<file path="config.mk">
export PLATFORM = sky130hd
export DESIGN_NAME = rimc_top
export DESIGN_NICKNAME = d
export VERILOG_FILES = /design/src/core/rimc_pkg.sv /design/src/core/rimc_settle.sv /design/src/core/rimc_top.sv
export VERILOG_INCLUDE_DIRS = /design/src /design/src/core
export SDC_FILE = /design/constraint.sdc
export NUM_CORES = 1
export LEC_CHECK = 0
export BUFFER_PORTS_ARGS = -buffer_cell sky130_fd_sc_hd__buf_4
export CAP_MARGIN = 25
export CORE_AREA = 2 2 69 136
export CTS_CLUSTER_DIAMETER = 30
export CTS_CLUSTER_SIZE = 10
export DETAILED_ROUTE_END_ITERATION = 8
export DIE_AREA = 0 0 71 138
export PLACE_DENSITY = 0.82
export SLEW_MARGIN = 40
export SYNTH_ARGS = -nofsm -noshare
export SYNTH_HDL_FRONTEND = slang
export SYNTH_HIERARCHICAL = 1
export SYNTH_SLANG_ARGS = --single-unit
</file>
<file path="constraint.sdc">
create_clock -name mclk_i -period 5 [get_ports mclk_i]
set_input_delay 0.5 -clock mclk_i [delete_from_list [all_inputs] [get_ports mclk_i]]
set_output_delay 0.5 -clock mclk_i [all_outputs]
set_load 0.03 [all_outputs]
</file>
<file path="src/core/rimc_cfg.svh">
// rimc_cfg.svh: register offsets, field positions, reset values and timing counts
// assumes: included by bare name from the package and the design modules
`ifndef RIMC_CFG_SVH
`define RIMC_CFG_SVH

// register addresses on the serial interface, 6-bit space
`define RIMC_ADDR_W          6
`define RIMC_OFS_IDENT       6'h00
`define RIMC_OFS_CONTROL     6'h03
`define RIMC_OFS_LOCK_CNT    6'h38

// control register field positions
`define RIMC_CTL_RX_BIT      7
`define RIMC_CTL_TX_BIT      6
`define RIMC_CTL_HALF_BIT    5
`define RIMC_CTL_BYPASS_BIT  4
`define RIMC_CTL_SRC_BIT     3
`define RIMC_CTL_AMP_BIT     2

// identification register field positions
`define RIMC_ID_REV_MSB      7
`define RIMC_ID_REV_LSB      4
`define RIMC_ID_PROD_MSB     3
`define RIMC_ID_PROD_LSB     0

// reset values
`define RIMC_CONTROL_RST     8'h00
`define RIMC_LOCK_CNT_RST    8'h64

// command byte: top bit set means write
`define RIMC_CMD_WR_BIT      7

// timing: one lock count unit in ns, clock period in ns
`define RIMC_LOCK_UNIT_NS    2000
`define RIMC_CLK_PERIOD_NS   4
`define RIMC_LOCK_UNIT_CYC   (`RIMC_LOCK_UNIT_NS / `RIMC_CLK_PERIOD_NS)

`endif

</file>
<file path="src/core/rimc_pkg.sv">
// rimc_pkg: types shared by the mode control block and its settle sequencer
// assumes: rimc_cfg.svh is on the include path
package rimc_pkg;
  `include "rimc_cfg.svh"

  // decoded control register fields
  typedef struct packed {
    logic rx_en;        // receive mode
    logic tx_en;        // transmit mode
    logic code_half;    // upper half of code when set
    logic lock_bypass;  // ignore synthesizer lock
    logic amp_src;      // firmware owns amplifier when set
    logic amp_en;       // firmware amplifier enable
  } rimc_ctrl_t;

  // serial slave phases, one-hot
  typedef enum logic [3:0] {
    RIMC_SPI_IDLE = 4'b0001,
    RIMC_SPI_ADDR = 4'b0010,
    RIMC_SPI_DATA = 4'b0100,
    RIMC_SPI_DONE = 4'b1000
  } rimc_spi_st_t;

  // settle sequencer states, one-hot
  typedef enum logic [2:0] {
    RIMC_SET_IDLE  = 3'b001,
    RIMC_SET_LOCK  = 3'b010,
    RIMC_SET_COUNT = 3'b100
  } rimc_set_st_t;
endpackage

</file>
<file path="src/core/rimc_settle.sv">
// rimc_settle: synthesizer settle wait, optional lock wait then a 2 us unit count
// assumes: lock input already synchronised to mclk_i; start is a one-cycle pulse
`timescale 1ns/100ps
`include "rimc_cfg.svh"
module rimc_settle #(
  parameter int UNIT_CYC = `RIMC_LOCK_UNIT_CYC  // cycles per count unit
) (
  input  wire logic       mclk_i,      // device clock
  input  wire logic       rst_b_i,     // sync reset, active low
  input  wire logic       start_i,     // begin a settle wait
  input  wire logic       bypass_i,    // skip the lock wait
  input  wire logic       lock_i,      // synchronised lock indication
  input  wire logic [7:0] count_i,     // programmed lock count
  output logic            busy_o,      // wait in progress
  output logic            done_o       // one-cycle pulse at end of wait
);
  import rimc_pkg::*;

  localparam int UW = $clog2(UNIT_CYC);

  rimc_set_st_t    st_ff,   nxt_st;     // sequencer state
  logic [7:0]      units_ff, nxt_units; // units left
  logic [UW-1:0]   tick_ff, nxt_tick;   // cycles left in unit
  logic            done_ff, nxt_done;   // finish pulse

  // next state of the sequencer
  always_comb begin
    nxt_st    = st_ff;
    nxt_units = units_ff;
    nxt_tick  = tick_ff;
    nxt_done  = 1'b0;
    case (st_ff)
      RIMC_SET_IDLE: begin
        if (start_i) begin
          nxt_units = count_i;
          nxt_tick  = UW'(UNIT_CYC - 1);
          nxt_st    = bypass_i ? RIMC_SET_COUNT : RIMC_SET_LOCK;
        end
      end
      RIMC_SET_LOCK: begin
        if (lock_i) begin
          nxt_st = RIMC_SET_COUNT;
        end
      end
      RIMC_SET_COUNT: begin
        if (units_ff == 8'h00) begin
          nxt_done = 1'b1;
          nxt_st   = RIMC_SET_IDLE;
        end else if (tick_ff == '0) begin
          nxt_units = units_ff - 8'h01;
          nxt_tick  = UW'(UNIT_CYC - 1);
        end else begin
          nxt_tick = tick_ff - UW'(1);
        end
      end
      default: begin
        nxt_st = RIMC_SET_IDLE;
      end
    endcase
  end

  // register the sequencer
  always_ff @(posedge mclk_i) begin
    if (!rst_b_i) begin
      st_ff    <= RIMC_SET_IDLE;
      units_ff <= 8'h00;
      tick_ff  <= '0;
      done_ff  <= 1'b0;
    end else begin
      st_ff    <= nxt_st;
      units_ff <= nxt_units;
      tick_ff  <= nxt_tick;
      done_ff  <= nxt_done;
    end
  end

  assign busy_o = (st_ff != RIMC_SET_IDLE);
  assign done_o = done_ff;
endmodule

</file>
<file path="src/core/rimc_top.sv">
// rimc_top: identification and mode control registers behind the serial port
// assumes: host drives mode-0 serial frames, sck far slower than mclk_i
`timescale 1ns/100ps
`include "rimc_cfg.svh"
// What this block does
// - upper ident nibble shows silicon revision
// - lower ident nibble shows fixed product code
// - receive bit drives receive mode
// - transmit bit drives transmit mode
// - half select picks upper or lower 32
// - half select honoured only in 32-chip mode
// - no bypass: wait lock, then count
// - bypass: wait count only
// - settle count from 0x38, 2 us units
// - source bit picks baseband or firmware amplifier
// - firmware mode: amplifier follows enable bit
// - baseband mode ignores enable bit
// - code width 32 gates half select
// - registers reached over serial interface
module rimc_top #(
  parameter logic [3:0] SILICON_REV  = 4'h3,  // arbitrary value
  parameter logic [3:0] PRODUCT_CODE = 4'hA,  // arbitrary value
  parameter int         UNIT_CYC     = `RIMC_LOCK_UNIT_CYC
) (
  input  wire logic               mclk_i,            // device clock, 250 MHz
  input  wire logic               rst_b_i,           // sync reset, active low
  input  wire logic               spi_sck_i,         // serial clock pin
  input  wire logic               spi_cs_b_i,        // serial select pin, active low
  input  wire logic               spi_mosi_i,        // serial data in pin
  output logic                    spi_miso_o,        // serial data out
  output logic                    spi_miso_oe_o,     // miso driven while high
  input  wire logic               syn_lock_i,        // synthesizer lock, async
  input  wire logic               settle_start_i,    // request a settle wait
  input  wire logic               code_width_32_i,   // 32-chip codes selected
  input  wire logic [63:0]        pn_code_i,         // stored 64-chip code
  input  wire logic               baseband_pa_req_i, // baseband amplifier request
  output logic                    rx_enable_o,       // receive mode
  output logic                    tx_enable_o,       // transmit mode
  output logic [31:0]             pn_code_active_o,  // 32-chip code in use
  output logic                    code_upper_o,      // upper half in use
  output logic                    amp_on_o,          // internal amplifier enable
  output logic                    settle_busy_o,     // settle wait running
  output logic                    settle_done_o,     // settle wait finished, pulse
  output rimc_pkg::rimc_ctrl_t    ctrl_o             // decoded control fields
);
  import rimc_pkg::*;

  // pin synchronisers: stage one feeds only stage two
  logic [3:0] sync1_ff;   // first stage
  logic [3:0] sync2_ff;   // second stage, safe to read
  logic       sck_d_ff;   // previous synced sck for edges

  always_ff @(posedge mclk_i) begin
    sync1_ff <= {syn_lock_i, spi_mosi_i, spi_cs_b_i, spi_sck_i};
    sync2_ff <= sync1_ff;
    sck_d_ff <= sync2_ff[0];
  end

  logic sck_s, cs_b_s, mosi_s, lock_s;  // synced pins
  logic sck_rise, sck_fall;             // sck edges in mclk domain
  assign sck_s    = sync2_ff[0];
  assign cs_b_s   = sync2_ff[1];
  assign mosi_s   = sync2_ff[2];
  assign lock_s   = sync2_ff[3];
  assign sck_rise = sck_s & ~sck_d_ff;
  assign sck_fall = ~sck_s & sck_d_ff;

  // serial slave state
  rimc_spi_st_t            st_ff,    nxt_st;     // frame phase
  logic [2:0]              bit_ff,   nxt_bit;    // bit within byte
  logic [7:0]              shin_ff,  nxt_shin;   // receive shift
  logic [7:0]              shout_ff, nxt_shout;  // transmit shift
  logic                    wr_ff,    nxt_wr;     // frame is a write
  logic [`RIMC_ADDR_W-1:0] addr_ff,  nxt_addr;   // latched address
  logic                    wr_stb;               // commit one data byte
  logic [7:0]              wr_byte;              // full data byte at the last rise
  // the last data bit is still on mosi at the strobe, so the shift register lags a bit
  assign wr_byte = {shin_ff[6:0], mosi_s};

  // register bank
  logic [7:0] ctl_ff,  nxt_ctl;    // control register, bits 1:0 not stored
  logic [7:0] lock_ff, nxt_lock;   // settle count register
  logic [7:0] rd_data;             // read mux

  // read mux, pure decode with no side effects
  always_comb begin
    case (addr_ff)
      `RIMC_OFS_IDENT:    rd_data = {SILICON_REV, PRODUCT_CODE};
      `RIMC_OFS_CONTROL:  rd_data = ctl_ff;
      `RIMC_OFS_LOCK_CNT: rd_data = lock_ff;
      default:            rd_data = 8'h00;  // unmapped reads zero
    endcase
  end

  // serial frame: command byte, then one data byte
  always_comb begin
    nxt_st    = st_ff;
    nxt_bit   = bit_ff;
    nxt_shin  = shin_ff;
    nxt_shout = shout_ff;
    nxt_wr    = wr_ff;
    nxt_addr  = addr_ff;
    wr_stb    = 1'b0;
    if (cs_b_s) begin
      // deselect aborts any partial frame
      nxt_st  = RIMC_SPI_IDLE;
      nxt_bit = 3'h0;
    end else begin
      case (st_ff)
        RIMC_SPI_IDLE: begin
          nxt_st    = RIMC_SPI_ADDR;
          nxt_bit   = 3'h0;
          nxt_shout = 8'h00;
        end
        RIMC_SPI_ADDR: begin
          if (sck_rise) begin
            nxt_shin = {shin_ff[6:0], mosi_s};
            nxt_bit  = bit_ff + 3'h1;
            if (bit_ff == 3'h7) begin
              nxt_wr    = shin_ff[`RIMC_CMD_WR_BIT - 1];
              nxt_addr  = {shin_ff[`RIMC_ADDR_W-2:0], mosi_s};
              nxt_st    = RIMC_SPI_DATA;
            end
          end
        end
        RIMC_SPI_DATA: begin
          if (sck_rise) begin
            nxt_shin = {shin_ff[6:0], mosi_s};
            nxt_bit  = bit_ff + 3'h1;
            if (bit_ff == 3'h7) begin
              wr_stb = wr_ff;
              nxt_st = RIMC_SPI_DONE;
            end
          end else if (sck_fall && bit_ff != 3'h0) begin
            // shift only after a data rise; the fall ending the command keeps bit 7
            nxt_shout = {shout_ff[6:0], 1'h0};
          end else if (bit_ff == 3'h0) begin
            // load read data once the address has landed, before the first data rise
            nxt_shout = rd_data;
          end
        end
        RIMC_SPI_DONE: begin
          // extra clocks ignored until deselect
          nxt_shout = 8'h00;
        end
        default: begin
          nxt_st = RIMC_SPI_IDLE;
        end
      endcase
    end
  end

  // register writes
  always_comb begin
    nxt_ctl  = ctl_ff;
    nxt_lock = lock_ff;
    if (wr_stb) begin
      case (addr_ff)
        `RIMC_OFS_IDENT:    nxt_ctl  = ctl_ff;
        // reserved bits 1:0 always hold zero
        `RIMC_OFS_CONTROL:  nxt_ctl  = {wr_byte[7:2], 2'h0};
        `RIMC_OFS_LOCK_CNT: nxt_lock = wr_byte;
        default:            nxt_lock = lock_ff;
      endcase
    end
  end

  // register serial slave and bank
  always_ff @(posedge mclk_i) begin
    if (!rst_b_i) begin
      st_ff    <= RIMC_SPI_IDLE;
      bit_ff   <= 3'h0;
      shin_ff  <= 8'h00;
      shout_ff <= 8'h00;
      wr_ff    <= 1'b0;
      addr_ff  <= '0;
      ctl_ff   <= `RIMC_CONTROL_RST;
      lock_ff  <= `RIMC_LOCK_CNT_RST;
    end else begin
      st_ff    <= nxt_st;
      bit_ff   <= nxt_bit;
      shin_ff  <= nxt_shin;
      shout_ff <= nxt_shout;
      wr_ff    <= nxt_wr;
      addr_ff  <= nxt_addr;
      ctl_ff   <= nxt_ctl;
      lock_ff  <= nxt_lock;
    end
  end

  // miso driven only during a read data byte, msb first
  assign spi_miso_o    = shout_ff[7];
  assign spi_miso_oe_o = (st_ff == RIMC_SPI_DATA) & ~wr_ff & ~cs_b_s;

  // decoded control fields
  rimc_ctrl_t ctrl;
  assign ctrl.rx_en       = ctl_ff[`RIMC_CTL_RX_BIT];
  assign ctrl.tx_en       = ctl_ff[`RIMC_CTL_TX_BIT];
  assign ctrl.code_half   = ctl_ff[`RIMC_CTL_HALF_BIT];
  assign ctrl.lock_bypass = ctl_ff[`RIMC_CTL_BYPASS_BIT];
  assign ctrl.amp_src     = ctl_ff[`RIMC_CTL_SRC_BIT];
  assign ctrl.amp_en      = ctl_ff[`RIMC_CTL_AMP_BIT];
  assign ctrl_o           = ctrl;

  // mode outputs, registered
  logic        rx_ff,   nxt_rx;    // receive mode
  logic        tx_ff,   nxt_tx;    // transmit mode
  logic        upper_ff, nxt_upper; // upper code half
  logic [31:0] pn_ff,   nxt_pn;    // active code half
  logic        amp_ff,  nxt_amp;   // amplifier enable

  always_comb begin
    nxt_rx = ctrl.rx_en;
    nxt_tx = ctrl.tx_en;
    nxt_upper = code_width_32_i & ctrl.code_half;
    nxt_pn = nxt_upper ? pn_code_i[63:32] : pn_code_i[31:0];
    nxt_amp = ctrl.amp_src ? ctrl.amp_en : baseband_pa_req_i;
  end

  // register mode outputs
  always_ff @(posedge mclk_i) begin
    if (!rst_b_i) begin
      rx_ff    <= 1'b0;
      tx_ff    <= 1'b0;
      upper_ff <= 1'b0;
      pn_ff    <= 32'h0000_0000;
      amp_ff   <= 1'b0;
    end else begin
      rx_ff    <= nxt_rx;
      tx_ff    <= nxt_tx;
      upper_ff <= nxt_upper;
      pn_ff    <= nxt_pn;
      amp_ff   <= nxt_amp;
    end
  end

  assign rx_enable_o      = rx_ff;
  assign tx_enable_o      = tx_ff;
  assign code_upper_o     = upper_ff;
  assign pn_code_active_o = pn_ff;
  assign amp_on_o         = amp_ff;

  rimc_settle #(
    .UNIT_CYC (UNIT_CYC)
  ) u_settle (
    .mclk_i   (mclk_i),
    .rst_b_i  (rst_b_i),
    .start_i  (settle_start_i),
    .bypass_i (ctrl.lock_bypass),
    .lock_i   (lock_s),
    .count_i  (lock_ff),
    .busy_o   (settle_busy_o),
    .done_o   (settle_done_o)
  );
endmodule

</file>
==> results of run 1 <==
[sequential cells by signal (all words and copies together), names as in the netlist, 4 cells and up]
name,cells
lock_ff,8
u_settle/tick_ff,9
shin_ff,7
u_settle/units_ff,8
pn_code_active_o,32
ctl_ff,6
st_ff,4
sync1_ff,4
sync2_ff,4
shout_ff,8
addr_ff,6
[critical path: stages (launching register included)]
cell and delay [ns]:
dfxtp_1 0.45, or3b_1 0.65, a31oi_4 0.52, o21bai_4 0.23
o211ai_1 0.25, o21ai_0 0.12
[cell families (layout without fill, tap and decap cells)]
family	Yosys count	in the layout
AOI/OAI and AO/OA	111	111
xor gates and xnor gates	2	2
adders and majority gates	6	6
buffers and inverters	42	145
DFF	109	109
muxes	33	33
and+or+nand+nor	230	230
[placed cells by master, fill, tap and decap left out, types with 9 or more instances in the layout]
cell       count
inv_1         11
clkbuf_16      9
a21boi_0      32
nor2b_1       27
nand2_1      104
nor3_1         9
dfxtp_1      109
buf_4        117
nor2_1        33
mux2i_1       33
a21oi_1       18
[synthesized netlist by cell type, types with 3 or more instances]
master	count
dfxtp_1	109
nor2_1	33
a21oi_1	18
a21boi_0	32
nor2b_1	27
nor4_1	5
clkbuf_1	21
inv_1	11
buf_4	3
nor3b_1	5
a311oi_1	3
nand3_1	3
o21ai_0	8
nand2b_1	7
and4_1	3
a221oi_1	6
nand3b_1	5
o32ai_1	8
o31ai_1	3
o21a_1	4
nor3_1	9
and2_1	3
buf_2	3
nand2_1	105
ha_1	6
nand4_1	3
o211ai_1	5
buf_6	4
a211oi_1	6
mux2i_1	33
[per-stage QoR]
| stage | hold slack (ns) | cells | instance area (um^2) | util | setup WS (ns) |
|---|---|---|---|---|---|
| after floorplan | 0.310 | 533 | 4840 | - | 3.03 |
| after global placement | 0.311 | 722 | 5700 | 0.641 | 2.81 |
| after detailed placement | 0.312 | 722 | 5700 | 0.641 | 2.68 |
| after CTS | 0.240 | 738 | 6050 | 0.680 | 2.68 |
| after global routing | 0.240 | 738 | 6050 | 0.681 | 2.48 |
| final | 0.252 | 738 | 6050 | 0.681 | 2.64 |
[cell type report]
type / instances / area (um^2)
Clock buffer: 11 / 243
Timing Repair Buffer: 118 / 890
Inverter: 11 / 41.3
Multi-Input combinational cell: 382 / 2460
Clock inverter: 5 / 106
Tap cell: 102 / 128
Fill cell: 722 / 2840
Sequential cell: 109 / 2180
[layer usage]
layer | global-route usage | vias to the layer above | part of all wire
met5 | 0 | - | 0
met4 | 0.121 | 0 | 0.037
met3 | 0.0452 | 35 | 0.035
met2 | 0.436 | 113 | 0.55
met1 | 0.259 | 1932 | 0.38
li1 | - | 2063 | -
[worst max-delay path by stage]
stage          slack [ns]  depth (start not counted)              endpoint
2_1_floorplan        3.03                          5         spi_miso_oe_o
3_3_place_gp         2.81                          5  u_settle/units_ff[1]
3_5_place_dp         2.68                          5  u_settle/units_ff[3]
4_1_cts              2.68                          3         settle_busy_o
5_1_grt              2.48                          5   u_settle/tick_ff[7]
6_report             2.64                          5  u_settle/units_ff[3]
[power by group]
part | switching [uW] | internal (uW)
sequential | 55.2 | 916
clock | 315 | 505
combinational | 201 | 166
total | 571 | 1590
==> tab_implementation.tex, run 1 <==
\begin{tabular}{lr}
\hline
Metric & Value \\
\hline
\multicolumn{2}{l}{\textbf{Drt}} \\
\quad Via count of the routed design & $\sim$4100 \\
\quad Routed Antenna Nets & 0 \\
\quad First drt pass iteration count & 5 \\
\quad Post-route DRC violation count & 0 \\
\quad Wire length after detailed routing & between 10 and 15 mm \\
\quad Detailed-route vias per instance & around 5.6 \\
\quad Mean routed wirelength per cell & approximately 16 um \\
\quad Starting DRC count in detailed routing & 388 \\
\multicolumn{2}{l}{\textbf{Min path}} \\
\quad End point of the worst hold path & sync1\_ff[1] \\
\quad Type of the worst min-delay path & in -> reg \\
\quad Worst hold path startpoint & spi\_cs\_b\_i \\
\quad Number of cells on the worst hold path & 1 \\
\multicolumn{2}{l}{\textbf{Worst setup path}} \\
\quad Startpoint type of the worst setup path & flip-flop \\
\quad Worst Path Required & 5.22 ns \\
\quad Critical path origin & u\_settle/st\_ff[2] \\
\quad Worst R2R Start & u\_settle/st\_ff[2] \\
\quad Highest fanout seen on the critical path & 18 \\
\quad R2r endpoint & u\_settle/units\_ff[3] \\
\quad Length in cells of the worst reg-to-reg path & 5 \\
\quad Slack of the worst reg-to-reg path & between 2 and 3 ns \\
\quad Endpoint type of the worst setup path & flip-flop \\
\quad Type of the setup path with the least slack & reg -> reg \\
\quad Data arrival time of the critical path & $\sim$2.6 ns \\
\multicolumn{2}{l}{\textbf{Place}} \\
\quad Number of input and output port buffers inserted & $\sim$120 \\
\quad Weighted congestion reported at the end of routability-driven placement & 0.867 \\
\quad Half-perimeter wire length after detailed placement & between 8 and 9 mm \\
\multicolumn{2}{l}{\textbf{Final layout}} \\
\quad Nets@finish & between 700 and 800 \\
\quad Antenna cell count & 0 \\
\quad Fraction of final layout cells sized beyond drive strength 1 & 0.237 \\
\quad Relative area change from synthesis to final layout & 25.0\% \\
\multicolumn{2}{l}{\textbf{Logic synthesis}} \\
\quad Share of synthesized area occupied by flip-flops and latches & 0.451 \\
\quad Combinational family with the most area after synthesis & simple AND/OR/NAND/NOR gates \\
\quad Count of flip-flops with a built-in enable after synthesis & 0 \\
\quad Compound-cell area share of the yosys netlist & 0.179 \\
\quad Number of instances in the synthesized netlist & approximately 530 \\
\quad Synthesized netlist net count & 612 \\
\quad Synth Area in XOR/XNOR & 0.00362 \\
\quad Proportion of netlist area held by the largest area contributor & 0.451 \\
\quad Distinct cell type count after synthesis & 63 \\
\quad Synth area leaders & dfxtp\_1 (45\%), nand2\_1 (8.1\%), mux2i\_1 (6.8\%), a21boi\_0 (5.0\%), nor2b\_1 (3.5\%) \\
\quad Total of flip-flops plus latches after synthesis & $\sim$110 \\
\quad Post-synthesis cell type with the largest combined area & dfxtp\_1 \\
\quad Multiplexer share of the synthesized area & 0.0682 \\
\quad Avg Cell Area, Syn & between 9 and 10 um\^{}2 \\
\quad Mapped Area & 4840 um\^{}2 \\
\quad Simple-gate portion of the synthesized area & 0.241 \\
\quad Flip-flop cell with the highest count after synthesis & dfxtp\_1 \\
\quad Number of warnings reported in the yosys synthesis log & 6 \\
\quad Post-synthesis share of cell area spent on full adders, half adders and majority gates & 0.0155 \\
\quad Share of flip-flops with an asynchronous set or reset & 0 \\
\multicolumn{2}{l}{\textbf{GRT}} \\
\quad First-pass GRT wire length & around 19 mm \\
\quad Via count of the first global-routing pass & 4069 \\
\quad Maximum number of pins on one net before global-route repair & 99 \\
\quad Total global-route track usage & 0.241 \\
\quad Antenna violations before repair & 0 \\
\quad Sum of overflow across all layers after global routing & 0 \\
\multicolumn{2}{l}{\textbf{STA}} \\
\quad Final clock skew & 0.00706 ns \\
\quad Worst max-slew margin expressed relative to the limit & 0.511 \\
\quad Least-Margin Pin Slew & between 0.7 and 0.8 ns \\
\quad Clock period minus final worst setup slack & around 2.4 ns \\
\quad RSZ-0062 raised after global routing & no \\
\quad Final setup fails & 0 \\
\quad Final-report max-slew violation count & 0 \\
\quad Final sum of negative setup slack & 0 ns \\
\quad Share of the clock period used by the worst path & 0.473 \\
\quad Final Hold Violating Endpoints & 0 \\
\quad Fmax & $\sim$420 MHz \\
\multicolumn{2}{l}{\textbf{Clock network}} \\
\quad Hold buffers post-CTS & 0 \\
\quad CTS buffer count & 9 \\
\quad Number of buffers added for setup after CTS & 0 \\
\quad Number of clock sinks seen by CTS & approximately 110 \\
\quad Clock slew at the register clock pins of the worst setup and hold paths & about 0.07 ns \\
\quad Number of H-tree levels & 3 \\
\quad Clock Tree Root & clkbuf\_16 \\
\quad Clock buffer depth & 2 \\
\quad Clock latency on the worst-skew pair & between 0.3 and 0.4 ns \\
\quad Post-cts gate resize count & 0 \\
\quad TritonCTS clock tree & yes \\
\multicolumn{2}{l}{\textbf{Floorplanning}} \\
\quad Vert. Die Dim & approximately 140 um \\
\quad Die outline width & roughly 71 um \\
\quad Initial core utilization & 0.545 \\
\quad Area inside the core boundary & 8890 um\^{}2 \\
\quad Number of top-level design ports & $\sim$120 \\
\quad Die Area & 9800 um\^{}2 \\
\quad Site row count & 49 \\
\multicolumn{2}{l}{\textbf{Job}} \\
\quad Count of maximum capacitance violations & 0 \\
\multicolumn{2}{l}{\textbf{Pwr}} \\
\quad Cell area power density & 356 nW/um\^{}2 \\
\quad Tot Pwr & roughly 2200 uW \\
\quad Leakage & 0.00257 uW \\
\quad Worst IR Drop VDD & 0.000244 V \\
\multicolumn{2}{l}{\textbf{Outcome}} \\
\quad Outcome & finished clean \\
\hline
\end{tabular}
Note: power is estimated with default switching activity, not from simulation.
==> inputs of run 2 (changes only) <==
Settings changed: CORE_AREA 2 2 69 136 to 2 2 71 141, DIE_AREA 0 0 71 138 to 0 0 73 143, PLACE_DENSITY 0.82 to 0.78.
Clock period 5 ns to 2.5 ns, I/O delays scaled along.
==> run 2 against run 1 <==
Fmax is 14% higher. First-iteration DRC count down 49%. Sequential share of layout area barely moved. Setup slack lost 2.2 ns. Non-clock buffer count up 11. Cell count grew 1.5%. Critical path type unchanged. Critical endpoint is now u_settle/units_ff[1]. Highest routed layer unchanged.
==> tab_implementation.tex, run 2 (same netlist as run 1, synthesis figures left out) <==
\begin{tabular}{lr}
\hline
Metric & Value \\
\hline
\multicolumn{2}{l}{\textbf{Final layout}} \\
\quad Antenna cell count & 0 \\
\quad Area taken by multi-input logic gates & about 2500 um\^{}2 \\
\quad Fraction of final layout cells sized beyond drive strength 1 & 0.242 \\
\quad Number of flip-flops in the largest register & 32 \\
\quad Leading cell type in the layout, fill and taps excluded & buf\_4 \\
\quad Relative area change from synthesis to final layout & 25.1\% \\
\quad Fin area & between 6000 and 7000 um\^{}2 \\
\quad Filler instances & just under 800 \\
\quad Utilization after layout & 0.650 \\
\quad Most frequent cells in the layout & buf\_4 (126), dfxtp\_1 (109), nand2\_1 (104) \\
\quad Sequential cell area in the final layout & around 2200 um\^{}2 \\
\quad Nets@finish & about 720 \\
\multicolumn{2}{l}{\textbf{Worst setup path}} \\
\quad Type of the setup path with the least slack & reg -> reg \\
\quad Worst R2R Start & u\_settle/st\_ff[2] \\
\quad R2r endpoint & u\_settle/units\_ff[1] \\
\quad Capturing instance or port of the critical path & u\_settle/units\_ff[1] \\
\quad Critical path origin & u\_settle/st\_ff[2] \\
\quad Slack of the worst reg-to-reg path & about 0.43 ns \\
\quad Highest fanout seen on the critical path & 16 \\
\quad Worst Path Required & around 2.7 ns \\
\quad Startpoint type of the worst setup path & flip-flop \\
\quad Endpoint type of the worst setup path & flip-flop \\
\quad Length in cells of the worst reg-to-reg path & 5 \\
\quad Data arrival time of the critical path & roughly 2.3 ns \\
\multicolumn{2}{l}{\textbf{Outcome}} \\
\quad Outcome & finished clean \\
\multicolumn{2}{l}{\textbf{GRT}} \\
\quad Sum of overflow across all layers after global routing & 0 \\
\quad First-pass GRT wire length & about 19 mm \\
\quad Antenna violations before repair & 0 \\
\quad Via count of the first global-routing pass & roughly 4200 \\
\quad Total global-route track usage & 0.229 \\
\quad Maximum number of pins on one net before global-route repair & 52 \\
\multicolumn{2}{l}{\textbf{STA}} \\
\quad Share of the clock period used by the worst path & 0.826 \\
\quad Final setup fails & 0 \\
\quad Least-Margin Pin Slew & between 0.6 and 0.7 ns \\
\quad Final Hold Violating Endpoints & 0 \\
\quad Clock period minus final worst setup slack & about 2.1 ns \\
\quad Final clock skew & between 0.005 and 0.006 ns \\
\quad Worst max-slew margin expressed relative to the limit & 0.547 \\
\quad Setup slack after layout & between 0.4 and 0.5 ns \\
\quad Final-report max-slew violation count & 0 \\
\quad RSZ-0062 raised after global routing & no \\
\quad Final sum of negative setup slack & 0 ns \\
\quad Fmax & 484 MHz \\
\multicolumn{2}{l}{\textbf{Pwr}} \\
\quad Leakage & 0.00258 uW \\
\quad Tot Pwr & approximately 4000 uW \\
\quad Cell area power density & approximately 660 nW/um\^{}2 \\
\quad Worst IR Drop VDD & a little under 0.0005 V \\
\multicolumn{2}{l}{\textbf{Drt}} \\
\quad Detailed-route vias per instance & about 5.7 \\
\quad Starting DRC count in detailed routing & 197 \\
\quad Routed Antenna Nets & 0 \\
\quad Mean routed wirelength per cell & $\sim$16 um \\
\quad Post-route DRC violation count & 0 \\
\quad Via count of the routed design & between 4000 and 5000 \\
\quad Wire length after detailed routing & around 12 mm \\
\quad First drt pass iteration count & 4 \\
\multicolumn{2}{l}{\textbf{Min path}} \\
\quad Type of the worst min-delay path & in -> reg \\
\multicolumn{2}{l}{\textbf{Floorplanning}} \\
\quad Initial core utilization & 0.520 \\
\quad Number of top-level design ports & approximately 120 \\
\quad Die Area & between 10000 and 15000 um\^{}2 \\
\quad Area inside the core boundary & between 9000 and 10000 um\^{}2 \\
\quad Die outline width & roughly 73 um \\
\quad Vert. Die Dim & roughly 140 um \\
\quad Site row count & 50 \\
\multicolumn{2}{l}{\textbf{Clock network}} \\
\quad Clock buffer depth & 2 \\
\quad Clock Tree Root & clkbuf\_16 \\
\quad TritonCTS clock tree & yes \\
\quad Clock slew at the register clock pins of the worst setup and hold paths & approximately 0.060 ns \\
\quad Number of H-tree levels & 3 \\
\quad CTS buffer count & 9 \\
\quad Number of clock sinks seen by CTS & 109 \\
\quad Clock latency on the worst-skew pair & between 0.3 and 0.4 ns \\
\quad Post-cts gate resize count & 0 \\
\multicolumn{2}{l}{\textbf{Place}} \\
\quad Area after DPL & around 5800 um\^{}2 \\
\quad Weighted congestion reported at the end of routability-driven placement & about 0.94 \\
\quad Half-perimeter wire length after detailed placement & 9.02 mm \\
\quad Worst slack after detailed placement & about 0.46 ns \\
\quad Number of input and output port buffers inserted & 118 \\
\multicolumn{2}{l}{\textbf{Job}} \\
\quad Count of maximum capacitance violations & 0 \\
\hline
\end{tabular}
[run 2: critical path: stages (launching register included)]
cell      delay (ns)
dfxtp_1         0.44
or3b_1          0.43
a31oi_4         0.43
o21bai_4        0.24
a211oi_1        0.30
a211oi_1        0.08
[run 2: routing by layer]
layer  track usage  share of wire
met4         0.113          0.035
met3        0.0353          0.035
met1         0.236           0.36
met2         0.429           0.57
met5             0              0
[run 2: per-stage QoR]
step | hold WS (ns) | cells
after floorplan | 0.278 | 533
after global placement | 0.311 | 732
after detailed placement | 0.316 | 732
after CTS | 0.000410 | 746
after global routing | 0.000117 | 749
final | 0.0148 | 749
[run 2: where the power goes]
part | switching (uW) | internal (uW)
combinational | 412 | 357
sequential | 110 | 1830
clock | 584 | 716
[run 2: timing repair]
| action | in CTS | in global routing |
|---|---|---|
| buffers inserted | 0 | 0 |
| endpoints found under the setup margin | 0 | 0 |
| hold endpoints to repair | 0 | 3 |
| hold buffers | 0 | 3 |
[run 2: worst min-delay path by stage]
stage,startpoint,endpoint,cells after the start
global route,spi_mosi_i,sync1_ff[2],1
finish,spi_mosi_i,sync1_ff[2],1
floorplan,spi_sck_i,sync1_ff[0],0
global placement,sync1_ff[2],sync2_ff[2],0
detailed placement,sync1_ff[1],sync2_ff[1],0
CTS,spi_cs_b_i,sync1_ff[1],1
[run 2: layout make-up]
| cell class | count | area share |
|---|---|---|
| Multi-Input combinational cell | 382 | 0.406 |
| Sequential cell | 109 | 0.360 |
| Timing Repair Buffer | 129 | 0.161 |
| Clock buffer | 12 | 0.0423 |
| Tap cell | 104 | 0.0215 |
| Inverter | 11 | 0.00682 |
| Clock inverter | 2 | 0.00165 |
